$ cat config.mk
export PLATFORM = sky130hd
export DESIGN_NAME = wd_watchdog
export DESIGN_NICKNAME = d
export VERILOG_FILES = /design/src/wd_pkg.sv /design/src/wd_counter.sv /design/src/wd_tick_div.sv /design/src/wd_watchdog.sv
export SDC_FILE = /design/constraint.sdc
export NUM_CORES = 1
export LEC_CHECK = 0
export ABC_AREA = 1
export BUFFER_PORTS_ARGS = -buffer_cell sky130_fd_sc_hd__buf_2
export CELL_PAD_IN_SITES_DETAIL_PLACEMENT = 1
export CELL_PAD_IN_SITES_GLOBAL_PLACEMENT = 1
export CORE_MARGIN = 1
export CORE_UTILIZATION = 35
export DETAILED_ROUTE_END_ITERATION = 12
export GPL_TIMING_DRIVEN = 1
export MAX_ROUTING_LAYER = met4
export PLACE_DENSITY_LB_ADDON = 0.15
export SLEW_MARGIN = 20
export SYNTH_ARGS = -nofsm -noshare
export SYNTH_HDL_FRONTEND = slang
export SYNTH_HIERARCHICAL = 1
export SYNTH_SLANG_ARGS = --single-unit
$ cat constraint.sdc
create_clock -name pclk -period 2.4 [get_ports pclk]
set_clock_uncertainty 0.05 [all_clocks]
set_input_delay 0.36 -clock pclk [delete_from_list [all_inputs] [get_ports pclk]]
set_output_delay 0.36 -clock pclk [all_outputs]
set_load 0.05 [all_outputs]
$ cat src/wd_pkg.sv
package wd_pkg;

    // apb map, byte addresses of aligned 32-bit words
    localparam int          APB_AW          = 8;
    localparam logic [7:0]  ADDR_CTRL0      = 8'h00;
    localparam logic [7:0]  ADDR_CORE_STAT  = 8'h04;
    localparam logic [7:0]  ADDR_PWR_CTRL   = 8'h08;
    localparam logic [7:0]  ADDR_INT_STAT   = 8'h0C;
    localparam logic [7:0]  ADDR_INT_MASK   = 8'h10;

    // watchdog_control_0 layout
    localparam int          CTRL_SEN_BIT    = 0;
    localparam int          CTRL_PS_LSB     = 1;
    localparam int          CTRL_PS_MSB     = 5;
    localparam logic        SEN_RESET       = 1'h0;
    localparam logic [4:0]  PS_DEFAULT      = 5'h0B;
    localparam logic [4:0]  PS_CFG_SOFT     = 5'h1F;
    localparam logic [4:0]  PS_MAX_CODE     = 5'h12;
    localparam int          PS_BASE_EXP     = 5;
    localparam int          CNT_W           = 23;

    // core status, power control and interrupt bit positions
    localparam int          CSTAT_PD_BIT    = 0;
    localparam int          CSTAT_TO_BIT    = 1;
    localparam int          PWR_WDRST_BIT   = 0;
    localparam int          EVT_WAKE_BIT    = 0;
    localparam int          EVT_RESET_BIT   = 1;
    localparam logic [1:0]  EVT_RESET_VAL   = 2'h0;
    localparam logic [1:0]  MASK_RESET_VAL  = 2'h0;

    // configuration modes of watchdog_mode_cfg
    localparam logic [1:0]  MODE_OFF        = 2'h0;
    localparam logic [1:0]  MODE_SOFT       = 2'h1;
    localparam logic [1:0]  MODE_NO_SLEEP   = 2'h2;
    localparam logic [1:0]  MODE_ON         = 2'h3;

    // slow oscillator tick derived from pclk
    localparam int          CLK_PERIOD_NS   = 10;
    localparam int          OSC_PERIOD_NS   = 32258;
    localparam int          TICK_CYCLES     = OSC_PERIOD_NS / CLK_PERIOD_NS;

    function automatic logic mode_active(input logic [1:0] mode,
                                         input logic       soft_wd_enable,
                                         input logic       asleep);
        unique case (mode)
            MODE_ON:       mode_active = 1'b1;
            MODE_NO_SLEEP: mode_active = !asleep;
            MODE_SOFT:     mode_active = soft_wd_enable;
            MODE_OFF:      mode_active = 1'b0;
        endcase
    endfunction

    // last count before expiry: 2^(n+5)-1 ticks, reserved codes act as 1:32
    function automatic logic [CNT_W-1:0] terminal_count(input logic [4:0] sel);
        logic [4:0] e;
        e = (sel > PS_MAX_CODE) ? 5'h00 : sel;
        terminal_count = CNT_W'((24'h000001 << (e + 5'(PS_BASE_EXP))) - 24'h000001);
    endfunction

endpackage

$ cat src/wd_counter.sv
`timescale 1ns/1ps
module wd_counter (
    input  wire logic                    pclk,
    input  wire logic                    presetn,
    input  wire logic                    tick,
    input  wire logic                    clear,
    input  wire logic                    run,
    input  wire logic [4:0]              prescale,
    output logic [wd_pkg::CNT_W-1:0]     count,
    output logic                         expire
);
    typedef struct packed {
        logic [wd_pkg::CNT_W-1:0] count;
        logic                     expire;
    } cnt_state_type;

    cnt_state_type               s;
    cnt_state_type               next_s;
    logic [wd_pkg::CNT_W-1:0]    term;

    always_comb begin
        term          = wd_pkg::terminal_count(prescale);
        next_s        = s;
        next_s.expire = 1'b0;
        if (clear) begin
            next_s.count = '0;
        end else if (run && tick) begin
            if (s.count >= term) begin
                next_s.count  = '0;
                next_s.expire = 1'b1;
            end else begin
                next_s.count = s.count + 23'h000001;
            end
        end
    end

    always_ff @(posedge pclk or negedge presetn) begin
        if (!presetn) begin
            s <= '0;
        end else begin
            s <= next_s;
        end
    end

    assign count  = s.count;
    assign expire = s.expire;

    property p_expire_at_term;
        @(posedge pclk) disable iff (!presetn)
        expire |-> $past(s.count) >= $past(term) && $past(run) && $past(tick);
    endproperty
    a_expire_at_term: assert property (p_expire_at_term) else $error("expiry off terminal");
endmodule // wd_counter

$ cat src/wd_tick_div.sv
`timescale 1ns/1ps
module wd_tick_div #(
    parameter int DIV = wd_pkg::TICK_CYCLES
) (
    input  wire logic pclk,
    input  wire logic presetn,
    output logic      tick
);
    typedef struct packed {
        logic [15:0] cnt;
        logic        tick;
    } div_state_type;

    div_state_type s;
    div_state_type next_s;

    always_comb begin
        next_s = s;
        next_s.tick = 1'b0;
        if (s.cnt == 16'(DIV - 1)) begin
            next_s.cnt  = 16'h0000;
            next_s.tick = 1'b1;
        end else begin
            next_s.cnt = s.cnt + 16'h0001;
        end
    end

    always_ff @(posedge pclk or negedge presetn) begin
        if (!presetn) begin
            s <= '0;
        end else begin
            s <= next_s;
        end
    end

    assign tick = s.tick;
endmodule // wd_tick_div

$ cat src/wd_watchdog.sv
`timescale 1ns/1ps
// Behaviour
// - The counter is cleared in the cycle after the device enters sleep.
// - With the mode keeping the watchdog on in sleep, counting resumes after that clear.
// - The counter is cleared again when the device leaves sleep.
// - While the oscillator start-up timer runs the counter is held at zero.
// - A time-out during sleep gives a wake request and no reset request.
// - A time-out during sleep sets the time-out flag and the power-down flag stays recorded.
// - Every watchdog time-out sets the reset-cause flag of the power control register.
// - The counter is held clear in mode 00, and in mode 01 while the software enable is 0.
// - In mode 10 the counter is cleared and stopped for the whole of sleep.
// - Leaving sleep clears the counter whatever the system clock source.
// - A change of the oscillator divider selection leaves the counter untouched.
// - Control register 0 holds zeros in bits 7-6, prescale in bits 5-1, enable in bit 0.
// - In mode 01 the watchdog runs only while the software enable is set.
// - Without a clear before expiry, a time-out while awake requests a reset.
// - Prescale loads 01011 when the configured value is 11111, else that value, read-only.
module wd_watchdog #(
    parameter int TICK_DIV = wd_pkg::TICK_CYCLES
) (
    input  wire logic                      pclk,
    input  wire logic                      presetn,
    input  wire logic                      psel,
    input  wire logic                      penable,
    input  wire logic                      pwrite,
    input  wire logic [wd_pkg::APB_AW-1:0] paddr,
    input  wire logic [31:0]               pwdata,
    output logic [31:0]                    prdata,
    output logic                           pready,
    output logic                           pslverr,
    input  wire logic [1:0]                watchdog_mode_cfg,
    input  wire logic [4:0]                cfg_prescale_sel,
    input  wire logic                      sleep_in,
    input  wire logic                      wd_clear_instr,
    input  wire logic                      osc_startup_timer,
    input  wire logic                      osc_fail,
    input  wire logic [3:0]                int_osc_divider_sel,
    output logic                           wd_reset_req,
    output logic                           wake_req,
    output logic                           timeout_flag,
    output logic                           powerdown_flag,
    output logic                           wd_reset_flag,
    output logic                           irq
);
    typedef struct packed {
        logic [4:0]  prescale;
        logic        soft_en;
        logic        loaded;
        logic        sleep_q;
        logic        tof;
        logic        pdf;
        logic        rstf;
        logic [1:0]  int_stat;
        logic [1:0]  int_mask;
        logic        irq;
        logic        wd_rst;
        logic        wake;
        logic [31:0] rdata;
        logic        rdy;
        logic        err;
    } state_type;

    state_type                   s;
    state_type                   next_s;
    logic                        tick;
    logic                        run;
    logic                        wd_clr;
    logic                        expire;
    logic [wd_pkg::CNT_W-1:0]    count;
    logic                        sleep_enter;
    logic                        sleep_exit;
    logic                        access;
    logic                        commit;
    logic                        wr;
    logic                        mapped;
    logic                        ps_writable;
    logic [1:0]                  evt_set;

    wd_tick_div #(
        .DIV     (TICK_DIV)
    ) u_div (
        .pclk    (pclk),
        .presetn (presetn),
        .tick    (tick)
    );

    wd_counter u_cnt (
        .pclk     (pclk),
        .presetn  (presetn),
        .tick     (tick),
        .clear    (wd_clr),
        .run      (run),
        .prescale (s.prescale),
        .count    (count),
        .expire   (expire)
    );

    always_comb begin
        sleep_enter = sleep_in && !s.sleep_q;
        sleep_exit  = !sleep_in && s.sleep_q;
        access      = psel && penable && !s.rdy;
        commit      = psel && penable && s.rdy;
        wr          = commit && pwrite && !s.err;
        mapped      = paddr == wd_pkg::ADDR_CTRL0 || paddr == wd_pkg::ADDR_CORE_STAT ||
                      paddr == wd_pkg::ADDR_PWR_CTRL || paddr == wd_pkg::ADDR_INT_STAT ||
                      paddr == wd_pkg::ADDR_INT_MASK;
        ps_writable = cfg_prescale_sel == wd_pkg::PS_CFG_SOFT;
        // mode 10 drops out while asleep, mode 01 follows the enable
        run = wd_pkg::mode_active(watchdog_mode_cfg, s.soft_en, sleep_in);
        // the divider selection is deliberately absent from the clear terms
        wd_clr = !run || sleep_enter || sleep_exit || osc_startup_timer
                 || wd_clear_instr || osc_fail
                 || (wr && paddr == wd_pkg::ADDR_CTRL0);
        evt_set = '0;
        evt_set[wd_pkg::EVT_WAKE_BIT]  = expire && sleep_in;
        evt_set[wd_pkg::EVT_RESET_BIT] = expire && !sleep_in;

        next_s         = s;
        next_s.sleep_q = sleep_in;
        next_s.rdy     = access;
        next_s.wd_rst  = expire && !sleep_in;
        next_s.wake    = expire && sleep_in;
        // strap caught once, on the first edge after release
        if (!s.loaded) begin
            next_s.loaded   = 1'b1;
            next_s.prescale = ps_writable ? wd_pkg::PS_DEFAULT : cfg_prescale_sel;
        end

        if (access) begin
            next_s.err   = !mapped;
            next_s.rdata = '0;
            if (!pwrite) begin
                unique case (paddr)
                    wd_pkg::ADDR_CTRL0: begin
                        next_s.rdata[wd_pkg::CTRL_PS_MSB:wd_pkg::CTRL_PS_LSB] = s.prescale;
                        next_s.rdata[wd_pkg::CTRL_SEN_BIT] = s.soft_en;
                    end
                    wd_pkg::ADDR_CORE_STAT: begin
                        next_s.rdata[wd_pkg::CSTAT_TO_BIT] = s.tof;
                        next_s.rdata[wd_pkg::CSTAT_PD_BIT] = s.pdf;
                    end
                    wd_pkg::ADDR_PWR_CTRL: next_s.rdata[wd_pkg::PWR_WDRST_BIT] = s.rstf;
                    wd_pkg::ADDR_INT_STAT: next_s.rdata[1:0] = s.int_stat;
                    wd_pkg::ADDR_INT_MASK: next_s.rdata[1:0] = s.int_mask;
                    default:               next_s.rdata = '0;
                endcase
            end
        end else if (!psel) begin
            next_s.err   = 1'b0;
            next_s.rdata = '0;
        end

        if (wr && paddr == wd_pkg::ADDR_CTRL0) begin
            next_s.soft_en = pwdata[wd_pkg::CTRL_SEN_BIT];
            if (ps_writable && s.loaded) begin
                next_s.prescale = pwdata[wd_pkg::CTRL_PS_MSB:wd_pkg::CTRL_PS_LSB];
            end
        end
        if (wr && paddr == wd_pkg::ADDR_INT_MASK) begin
            next_s.int_mask = pwdata[1:0];
        end

        // hardware sets win over clears in the same cycle
        if (wd_clear_instr) begin
            next_s.tof = 1'b0;
            next_s.pdf = 1'b0;
        end
        if (sleep_enter) begin
            next_s.pdf = 1'b1;
        end
        if (expire) begin
            next_s.tof = 1'b1;
        end
        if (wr && paddr == wd_pkg::ADDR_PWR_CTRL && pwdata[wd_pkg::PWR_WDRST_BIT]) begin
            next_s.rstf = 1'b0;
        end
        if (expire) begin
            next_s.rstf = 1'b1;
        end
        if (wr && paddr == wd_pkg::ADDR_INT_STAT) begin
            next_s.int_stat = s.int_stat & ~pwdata[1:0];
        end
        next_s.int_stat = next_s.int_stat | evt_set;
        next_s.irq      = |(next_s.int_stat & next_s.int_mask);
    end

    always_ff @(posedge pclk or negedge presetn) begin
        if (!presetn) begin
            s          <= '0;
            s.prescale <= wd_pkg::PS_DEFAULT;
            s.soft_en  <= wd_pkg::SEN_RESET;
            s.int_stat <= wd_pkg::EVT_RESET_VAL;
            s.int_mask <= wd_pkg::MASK_RESET_VAL;
        end else begin
            s <= next_s;
        end
    end

    assign prdata         = s.rdata;
    assign pready         = s.rdy;
    assign pslverr        = s.err;
    assign wd_reset_req   = s.wd_rst;
    assign wake_req       = s.wake;
    assign timeout_flag   = s.tof;
    assign powerdown_flag = s.pdf;
    assign wd_reset_flag  = s.rstf;
    assign irq            = s.irq;

    // checks
    property p_sleep_entry_clear;
        @(posedge pclk) disable iff (!presetn)
        $rose(sleep_in) |=> count == '0;
    endproperty
    a_sleep_entry_clear: assert property (p_sleep_entry_clear) else $error("no clear on sleep");

    property p_resume_in_sleep;
        @(posedge pclk) disable iff (!presetn)
        sleep_in && s.sleep_q && watchdog_mode_cfg == wd_pkg::MODE_ON && tick && !wd_clr
        && !expire && count < wd_pkg::terminal_count(s.prescale)
        |=> count == $past(count) + 23'h000001;
    endproperty
    a_resume_in_sleep: assert property (p_resume_in_sleep) else $error("no count in sleep");

    property p_sleep_exit_clear;
        @(posedge pclk) disable iff (!presetn)
        $fell(sleep_in) |=> count == '0;
    endproperty
    a_sleep_exit_clear: assert property (p_sleep_exit_clear) else $error("no clear on exit");

    property p_ost_hold;
        @(posedge pclk) disable iff (!presetn)
        osc_startup_timer [*2] |=> count == '0 && !expire;
    endproperty
    a_ost_hold: assert property (p_ost_hold) else $error("count moved during start-up");

    property p_sleep_wake;
        @(posedge pclk) disable iff (!presetn)
        expire && sleep_in |=> wake_req && !wd_reset_req ##1 !wake_req;
    endproperty
    a_sleep_wake: assert property (p_sleep_wake) else $error("sleep timeout not a wake");

    property p_flags_on_wake;
        @(posedge pclk) disable iff (!presetn)
        expire && sleep_in |=> timeout_flag && wd_reset_flag;
    endproperty
    a_flags_on_wake: assert property (p_flags_on_wake) else $error("wake flags missing");

    property p_mode_off_hold;
        @(posedge pclk) disable iff (!presetn)
        (watchdog_mode_cfg == wd_pkg::MODE_OFF
         || (watchdog_mode_cfg == wd_pkg::MODE_SOFT && !s.soft_en)) |=> count == '0;
    endproperty
    a_mode_off_hold: assert property (p_mode_off_hold) else $error("count in disabled mode");

    property p_nosleep_stopped;
        @(posedge pclk) disable iff (!presetn)
        watchdog_mode_cfg == wd_pkg::MODE_NO_SLEEP && sleep_in |=> count == '0 && !expire;
    endproperty
    a_nosleep_stopped: assert property (p_nosleep_stopped) else $error("mode 10 ran asleep");

    property p_divider_change;
        @(posedge pclk) disable iff (!presetn)
        $changed(int_osc_divider_sel) && !wd_clr && count < wd_pkg::terminal_count(s.prescale)
        |=> count == $past(count) + 23'($past(tick && run));
    endproperty
    a_divider_change: assert property (p_divider_change) else $error("divider change hit count");

    property p_ctrl_read;
        @(posedge pclk) disable iff (!presetn)
        access && !pwrite && paddr == wd_pkg::ADDR_CTRL0
        |=> pready && prdata == {26'h0000000, s.prescale, s.soft_en};
    endproperty
    a_ctrl_read: assert property (p_ctrl_read) else $error("control read layout");

    property p_awake_reset;
        @(posedge pclk) disable iff (!presetn)
        expire && !sleep_in |=> wd_reset_req && !wake_req ##1 !wd_reset_req;
    endproperty
    a_awake_reset: assert property (p_awake_reset) else $error("awake timeout no reset");

    property p_strap_load;
        @(posedge pclk) disable iff (!presetn)
        $rose(s.loaded) |-> s.prescale == (($past(cfg_prescale_sel) == wd_pkg::PS_CFG_SOFT)
                                           ? wd_pkg::PS_DEFAULT : $past(cfg_prescale_sel));
    endproperty
    a_strap_load: assert property (p_strap_load) else $error("prescale strap load");

    property p_osc_fail_clear;
        @(posedge pclk) disable iff (!presetn)
        osc_fail |=> count == '0;
    endproperty
    a_osc_fail_clear: assert property (p_osc_fail_clear) else $error("osc fail no clear");

    property p_pdf_on_sleep;
        @(posedge pclk) disable iff (!presetn)
        sleep_enter |=> powerdown_flag;
    endproperty
    a_pdf_on_sleep: assert property (p_pdf_on_sleep) else $error("no power-down flag");

    property p_awake_flags;
        @(posedge pclk) disable iff (!presetn)
        expire && !sleep_in |=> timeout_flag && wd_reset_flag;
    endproperty
    a_awake_flags: assert property (p_awake_flags) else $error("awake flags missing");

    property p_wake_event;
        @(posedge pclk) disable iff (!presetn)
        expire && sleep_in |=> s.int_stat[wd_pkg::EVT_WAKE_BIT];
    endproperty
    a_wake_event: assert property (p_wake_event) else $error("wake event not recorded");

    property p_clear_instr;
        @(posedge pclk) disable iff (!presetn)
        wd_clear_instr |=> count == '0;
    endproperty
    a_clear_instr: assert property (p_clear_instr) else $error("clear instr ignored");

    property p_ps_readonly;
        @(posedge pclk) disable iff (!presetn)
        wr && paddr == wd_pkg::ADDR_CTRL0 && !ps_writable && s.loaded |=> $stable(s.prescale);
    endproperty
    a_ps_readonly: assert property (p_ps_readonly) else $error("read-only prescale moved");

    property p_sen_reset;
        @(posedge pclk) disable iff (!presetn)
        $rose(s.loaded) |-> !s.soft_en;
    endproperty
    a_sen_reset: assert property (p_sen_reset) else $error("enable not clear after reset");

    property p_soft_runs;
        @(posedge pclk) disable iff (!presetn)
        watchdog_mode_cfg == wd_pkg::MODE_SOFT && s.soft_en && tick && !wd_clr
        && count < wd_pkg::terminal_count(s.prescale) |=> count == $past(count) + 23'h000001;
    endproperty
    a_soft_runs: assert property (p_soft_runs) else $error("no count when enabled");

    c_wake:  cover property (@(posedge pclk) disable iff (!presetn) $rose(wake_req));
    c_reset: cover property (@(posedge pclk) disable iff (!presetn) $rose(wd_reset_req));
    c_irq:   cover property (@(posedge pclk) disable iff (!presetn) $rose(irq));
    c_wr:    cover property (@(posedge pclk) disable iff (!presetn)
                             wr && paddr == wd_pkg::ADDR_CTRL0);
endmodule // wd_watchdog

# Word-level counts from Yosys, hierarchy flattened
# Cells that the tools add are included.
# totals
word_cells	107
output_inout_bits	40
register_bits	93
# op_classes
shifts	1
n_bitwise	4
n_reduce_logical	39
n_lt_le_gt_ge	2
n_eq_ne	10
n_addsub	4
n_mux	28
# op_table
operator	count
2-to-1 mux 32 bit	2
2-to-1 mux 23 bit	2
2-to-1 mux 24 bit	1
adder 23 x 1 -> 23 bit (second input constant)	1
greater-or-equal comparator 23 bit	1
left shift 1 x 5 -> 23 bit (first input constant)	1
subtractor 23 x 1 -> 23 bit (second input constant)	1
2-to-1 mux 5 bit	4
adder 16 x 1 -> 16 bit (second input constant)	1
equality test 16 x 12 -> 1 bit (second input constant)	1
equality test 8 x 4 -> 1 bit (second input constant)	2
logical AND 1 bit	16
2-to-1 mux 16 bit	1
2-to-1 mux 6 bit	2
logical OR 1 bit	10
2-to-1 mux 1 bit	9
equality test 8 x 3 -> 1 bit (second input constant)	1
equality test 8 x 5 -> 1 bit (second input constant)	1
logical NOT 8 bit	1
one-hot mux 1 bit (4 select lines)	2
nonzero test 2 bit	4
logical NOT 1 bit	6
2-to-1 mux 2 bit	3
adder 5 x 3 -> 5 bit (second input constant)	1
12 further kinds	14

# Logic depth before layout (Yosys ltp)
# depth
word_depth	10
depth_mapped	23

# By module
# The synthesis kept the hierarchy.
# by_module_without_submodules
mod	seq_area_each_um2	instances	cells_per_inst	area_each_um2
wd_counter	600.6	1	424	2662.6
wd_watchdog	654.4	1	210	1586.5
wd_tick_div	425.4	1	120	914.6

# Least setup slack after synthesis
# No wires, ideal clock.
# synth_timing
kind	register -> register
startpoint	register, netlist name s[50]
endpoint	register u_cnt.s (netlist bit u_cnt/count[10])
setup_slack_ns	-0.243
arrival_time_ns	2.475
required_time_ns	2.232
synth_period_minus_slack_ns	2.643
stages_incl_launch_ff	20
setup_ns	0.118
path_cell_list	dfstp_2 -> inv_2 -> nor2_2 -> nand2_2 -> nand2_2 -> nand3_4 -> nor2_4 -> nand3_2 -> xor2_1 -> ha_1 -> nand2_1 -> nor2_1 -> nand2_1 -> nor2_1 -> nand2_1 -> nand3_1 -> nor2_2 -> buf_4 -> nand3_1 -> nand2_1
# synth_between
elab_chain_len	9
# synth_lines
item	line_no	text
> comparator 5 bit	wd_pkg.sv:56	e = (sel > PS_MAX_CODE) ? 5'h00 : sel;
2-to-1 mux 5 bit *	wd_pkg.sv:56	
adder 5 x 3 -> 5 bit *	wd_pkg.sv:57	terminal_count = CNT_W'((24'h000001 << (e + 5'(PS_BASE_EXP))) - 24'h000001);
left shift 1 x 5 -> 23 bit *	wd_pkg.sv:57	
subtractor 23 x 1 -> 23 bit *	wd_pkg.sv:57	
greater-or-equal comparator 23 bit *	wd_counter.sv:28	if (s.count >= term) begin
2-to-1 mux 23 bit *	wd_counter.sv:28	
2-to-1 mux 24 bit *	wd_counter.sv:27	end else if (run && tick) begin
2-to-1 mux 23 bit *	wd_counter.sv:25	if (clear) begin
end signal: assignment	wd_counter.sv:41	s <= next_s;
end: declaration	wd_counter.sv:17	cnt_state_type s;
# Mark *: on every way between the ends. The rest lies on a longest branch, timed or not. The select of a mux whose other input is x is not followed.
# A chain may end at the register's enable or synchronous reset.

# Worst setup path in the final report
# layout_timing
startpoint	register, netlist name s[50]
endpoint	register u_cnt.s (netlist bit u_cnt/count[14])
# layout_between
elab_chain_len	9
# layout_lines
item	line_no
> comparator 5 bit	wd_pkg.sv:56
2-to-1 mux 5 bit *	wd_pkg.sv:56
adder 5 x 3 -> 5 bit *	wd_pkg.sv:57
left shift 1 x 5 -> 23 bit *	wd_pkg.sv:57
subtractor 23 x 1 -> 23 bit *	wd_pkg.sv:57
greater-or-equal comparator 23 bit *	wd_counter.sv:28
2-to-1 mux 23 bit *	wd_counter.sv:28
2-to-1 mux 24 bit *	wd_counter.sv:27
2-to-1 mux 23 bit *	wd_counter.sv:25
# Marks and branches as above.

==> metrics.yaml <==
min_path:
  hold_path_class: "input pin to asynchronous set/reset pin"
critical_path:
  cp_data_required_time_ns: 2.63
  worstReg2RegEnd: "u_cnt/count[14]"
  cpMaxStageDelayCell: "dfstp_2"
  critPathMaxStageDelay_ns: 0.55
  startpoint: "s[50]"
  critPathLaunchType: "register"
  path_cells: "inv_2, nor2_4, nand2_4, nand2_4, nand3_4, nor2_4, nand3_2, xor2_1, ha_1, nand2_2, inv_2, nand2_2, nand2_2, a21oi_2, nand3_2, nor2_4, clkbuf_16, nand3_1, nand2_1"
  reg2reg_depth: 19
  worstPathMaxFanout: 6
  worstSetupPathType: "register to register"
  endpoint: "u_cnt/count[14]"
  critPathArrivalTime_ns: 3.20
  r2r_setup_slack_ns: -0.58
  reg2reg_from: "s[50]"
  crit_path_end_kind: "register"
flow_run:
  maxCapViolCount: 0
synthesis:
  synth_warnings: 6
  yosys-top-cells-area: "dfrtp_1 (31%), nand2_1 (17%), nor2_1 (8.2%), ha_1 (6.5%), inv_1 (6.4%)"
  yosysMostFrequentCell: "nand2_1"
  synth-edff-count: 0
  ys.flop_type: "dfrtp_1"
  synth.avg_cell_area_um2: 6.85
  yosysSeqAreaShare: 0.325
  yosysTopAreaCellShare: 0.310
  ys_top_cells_by_count: "nand2_1 (227), nor2_1 (113), inv_1 (88), dfrtp_1 (64), nand3_1 (57)"
  async_reset_ff_frac: 1.00
  synth_cells: 754
  synth_largest_area_cell: "dfrtp_1"
  synth_cell_types: 36
  ys_ff_latch: 67
  syn_area_um2: 5160
timing:
  post-route-period-util: 1.24
  fmax_mhz: 336
  fin_hold_ws_ns: -0.0140
  fin_ws_ns: -0.576
  final-hold-violation-count: 8
  rsz0062_at_grt: "yes"
  fin_setup_tns_ns: -13.36
  setup_viol: 24
  period_needed_ns: 2.98
  drv_slew: 0
clock_tree:
  cts.clk_slew.worst_paths_ns: 0.05
  h-tree-depth: 3
  clock_latency_ns: 0.34
  cts_max_path_buffers: 2
  cts_tree: "built"
  ctsHoldBuffers: 0
  numCtsBuffers: 9
  ctsRootBufferMaster: "clkbuf_16"
  cts.sink_count: 67
power:
  swShare: 0.299
  power.switching_uw: 941
  clock_power_share: 0.420
  leakagePower_uw: 0.00353
  total_power_uw: 3150
  p_int_uw: 2210
  max-vdd-ir-drop_v: 0.000386
  comb_power_share: 0.210
  seq_power_share: 0.370
  p_per_area_nw_per_um2: 492
global_routing:
  grt_max_degree: 68
  grt_use_total: 0.212
  met2_usage: 0.352
  grt_pass1_vias: 5126
  gr-total-overflow: 0
  grt-busiest-layer: "met2"
  met1_usage: 0.269
  grtUsageMet3: 0.0327
  grt_pass1_wl_um: 24400
  antenna_found_initial: 0
route:
  viasPerCell: 4.74
  wl_per_cell_um: 14.4
  antenna_left: 0
  routed_wl_um: 14900
  dr.first_iter.drc_count: 178
  vias: 4919
  drc: 0
  drt-pass1-iter-count: 6
layout:
  diodes: 0
  stdcell_count: 1038
  layout-drive-gt1-share: 0.227
  nets: 936
  syn_to_final_growth_pct: 23.9
floorplan:
  die-area_um2: 15200
  core-area_um2: 14500
  die_h_um: 123
  initial_core_util: 0.357
  ios: 100
  row_count: 44
  fp.dieW_um: 123
place:
  port_buffers: 43
  dpl.hpwl_um: 11500
  place_congestion: 0.833
  placed_cells: 1011
status:
  violations: "hold timing, setup timing"
  outcome: "finished, violations left"
-- critical path: cells and delay by family, from the launching register on --
kind | cells | cell delay [ns]
AND/OR/NAND/NOR | 13 | 1.40
flip-flops | 1 | 0.55
adder cells (fa/ha/maj) | 1 | 0.34
buffers and inverters | 3 | 0.29
XOR/XNOR | 1 | 0.15
AO/OA/AOI/OAI | 1 | 0.11
-- metrics by stage --
| stage | setup WS [ns] | cell area, um2 | util |
|---|---|---|---|
| detailed placement | -0.501 | 5800 | 0.400 |
| CTS | -0.478 | 6170 | 0.426 |
| global placement | -0.372 | 5800 | 0.400 |
| floorplan | -0.194 | 5300 | - |
| finish | -0.576 | 6400 | 0.442 |
| global route | -0.747 | 6400 | 0.442 |
-- per-layer routing --
layer | vias to the layer above | wire, um
met3 | 15 | 239
met1 | 2383 | 7240
met2 | 35 | 7280
met5 | - | 0
met4 | 0 | 156
li1 | 2486 | -
-- power groups by stage --
stage	logic, uW	registers (uW)	clock network [uW]
floorplan	378	1200	0
CTS	618	1170	1360
detailed placement	589	1190	0
global placement	567	1180	0
global route	728	1170	1400
finish	662	1170	1320
-- repair_timing --
action | 4_1_cts | 5_1_grt
buffers inserted | 3 | 5
cloned | 0 | 3
pin swaps | 7 | 21
endpoints found under the setup margin | 24 | 24
resized for setup | 19 | 29
-- placed cells by master, fill, tap and decap left out, drive strengths merged, types with 13 or more instances in the layout --
cell type	instances
buf	94
nand4	16
clkbuf	13
inv	94
xor2	18
o21ai	13
conb	31
dfrtp	64
nand3	61
ha	27
a21oi	14
nand2	243
nor2	127
-- flip-flops by register name (all words and copies together) (netlist names) --
name / count
u_cnt/count: 23
prdata: 6
u_div/tick: 1
pready: 1
wd_reset_flag: 1
timeout_flag: 1
wake_req: 1
u_div/s: 16
pslverr: 1
irq: 1
wd_reset_req: 1
u_cnt/expire: 1
s: 12
powerdown_flag: 1
-- layout make-up --
cell class | count | area (um2)
clock buffer | 11 | 243
timing repair buffer | 96 | 684
fill | 1858 | 8080
multi-input combinational | 580 | 3150
clock inverter | 5 | 52.6
inverter | 95 | 360
tap | 184 | 230
sequential | 67 | 1680
-- kinds of logic after synthesis --
kind of cell,count (synthesis),synth area share
flops,67,0.325
other cells,4,0.00291
xor+xnor,27,0.0458
simple gates,453,0.389
fa+ha+maj,27,0.0654
compound gates,42,0.0477
buf+inv,134,0.124
-- worst min-delay path by stage --
stage / to / cells past startpoint
after floorplan: irq / 0
after global placement: wd_reset_flag / 2
after detailed placement: timeout_flag / 2
after CTS: timeout_flag / 2
after global routing: wd_reset_flag / 2
final: wd_reset_flag / 2
No activity file was read; power rests on OpenSTA's default activity.
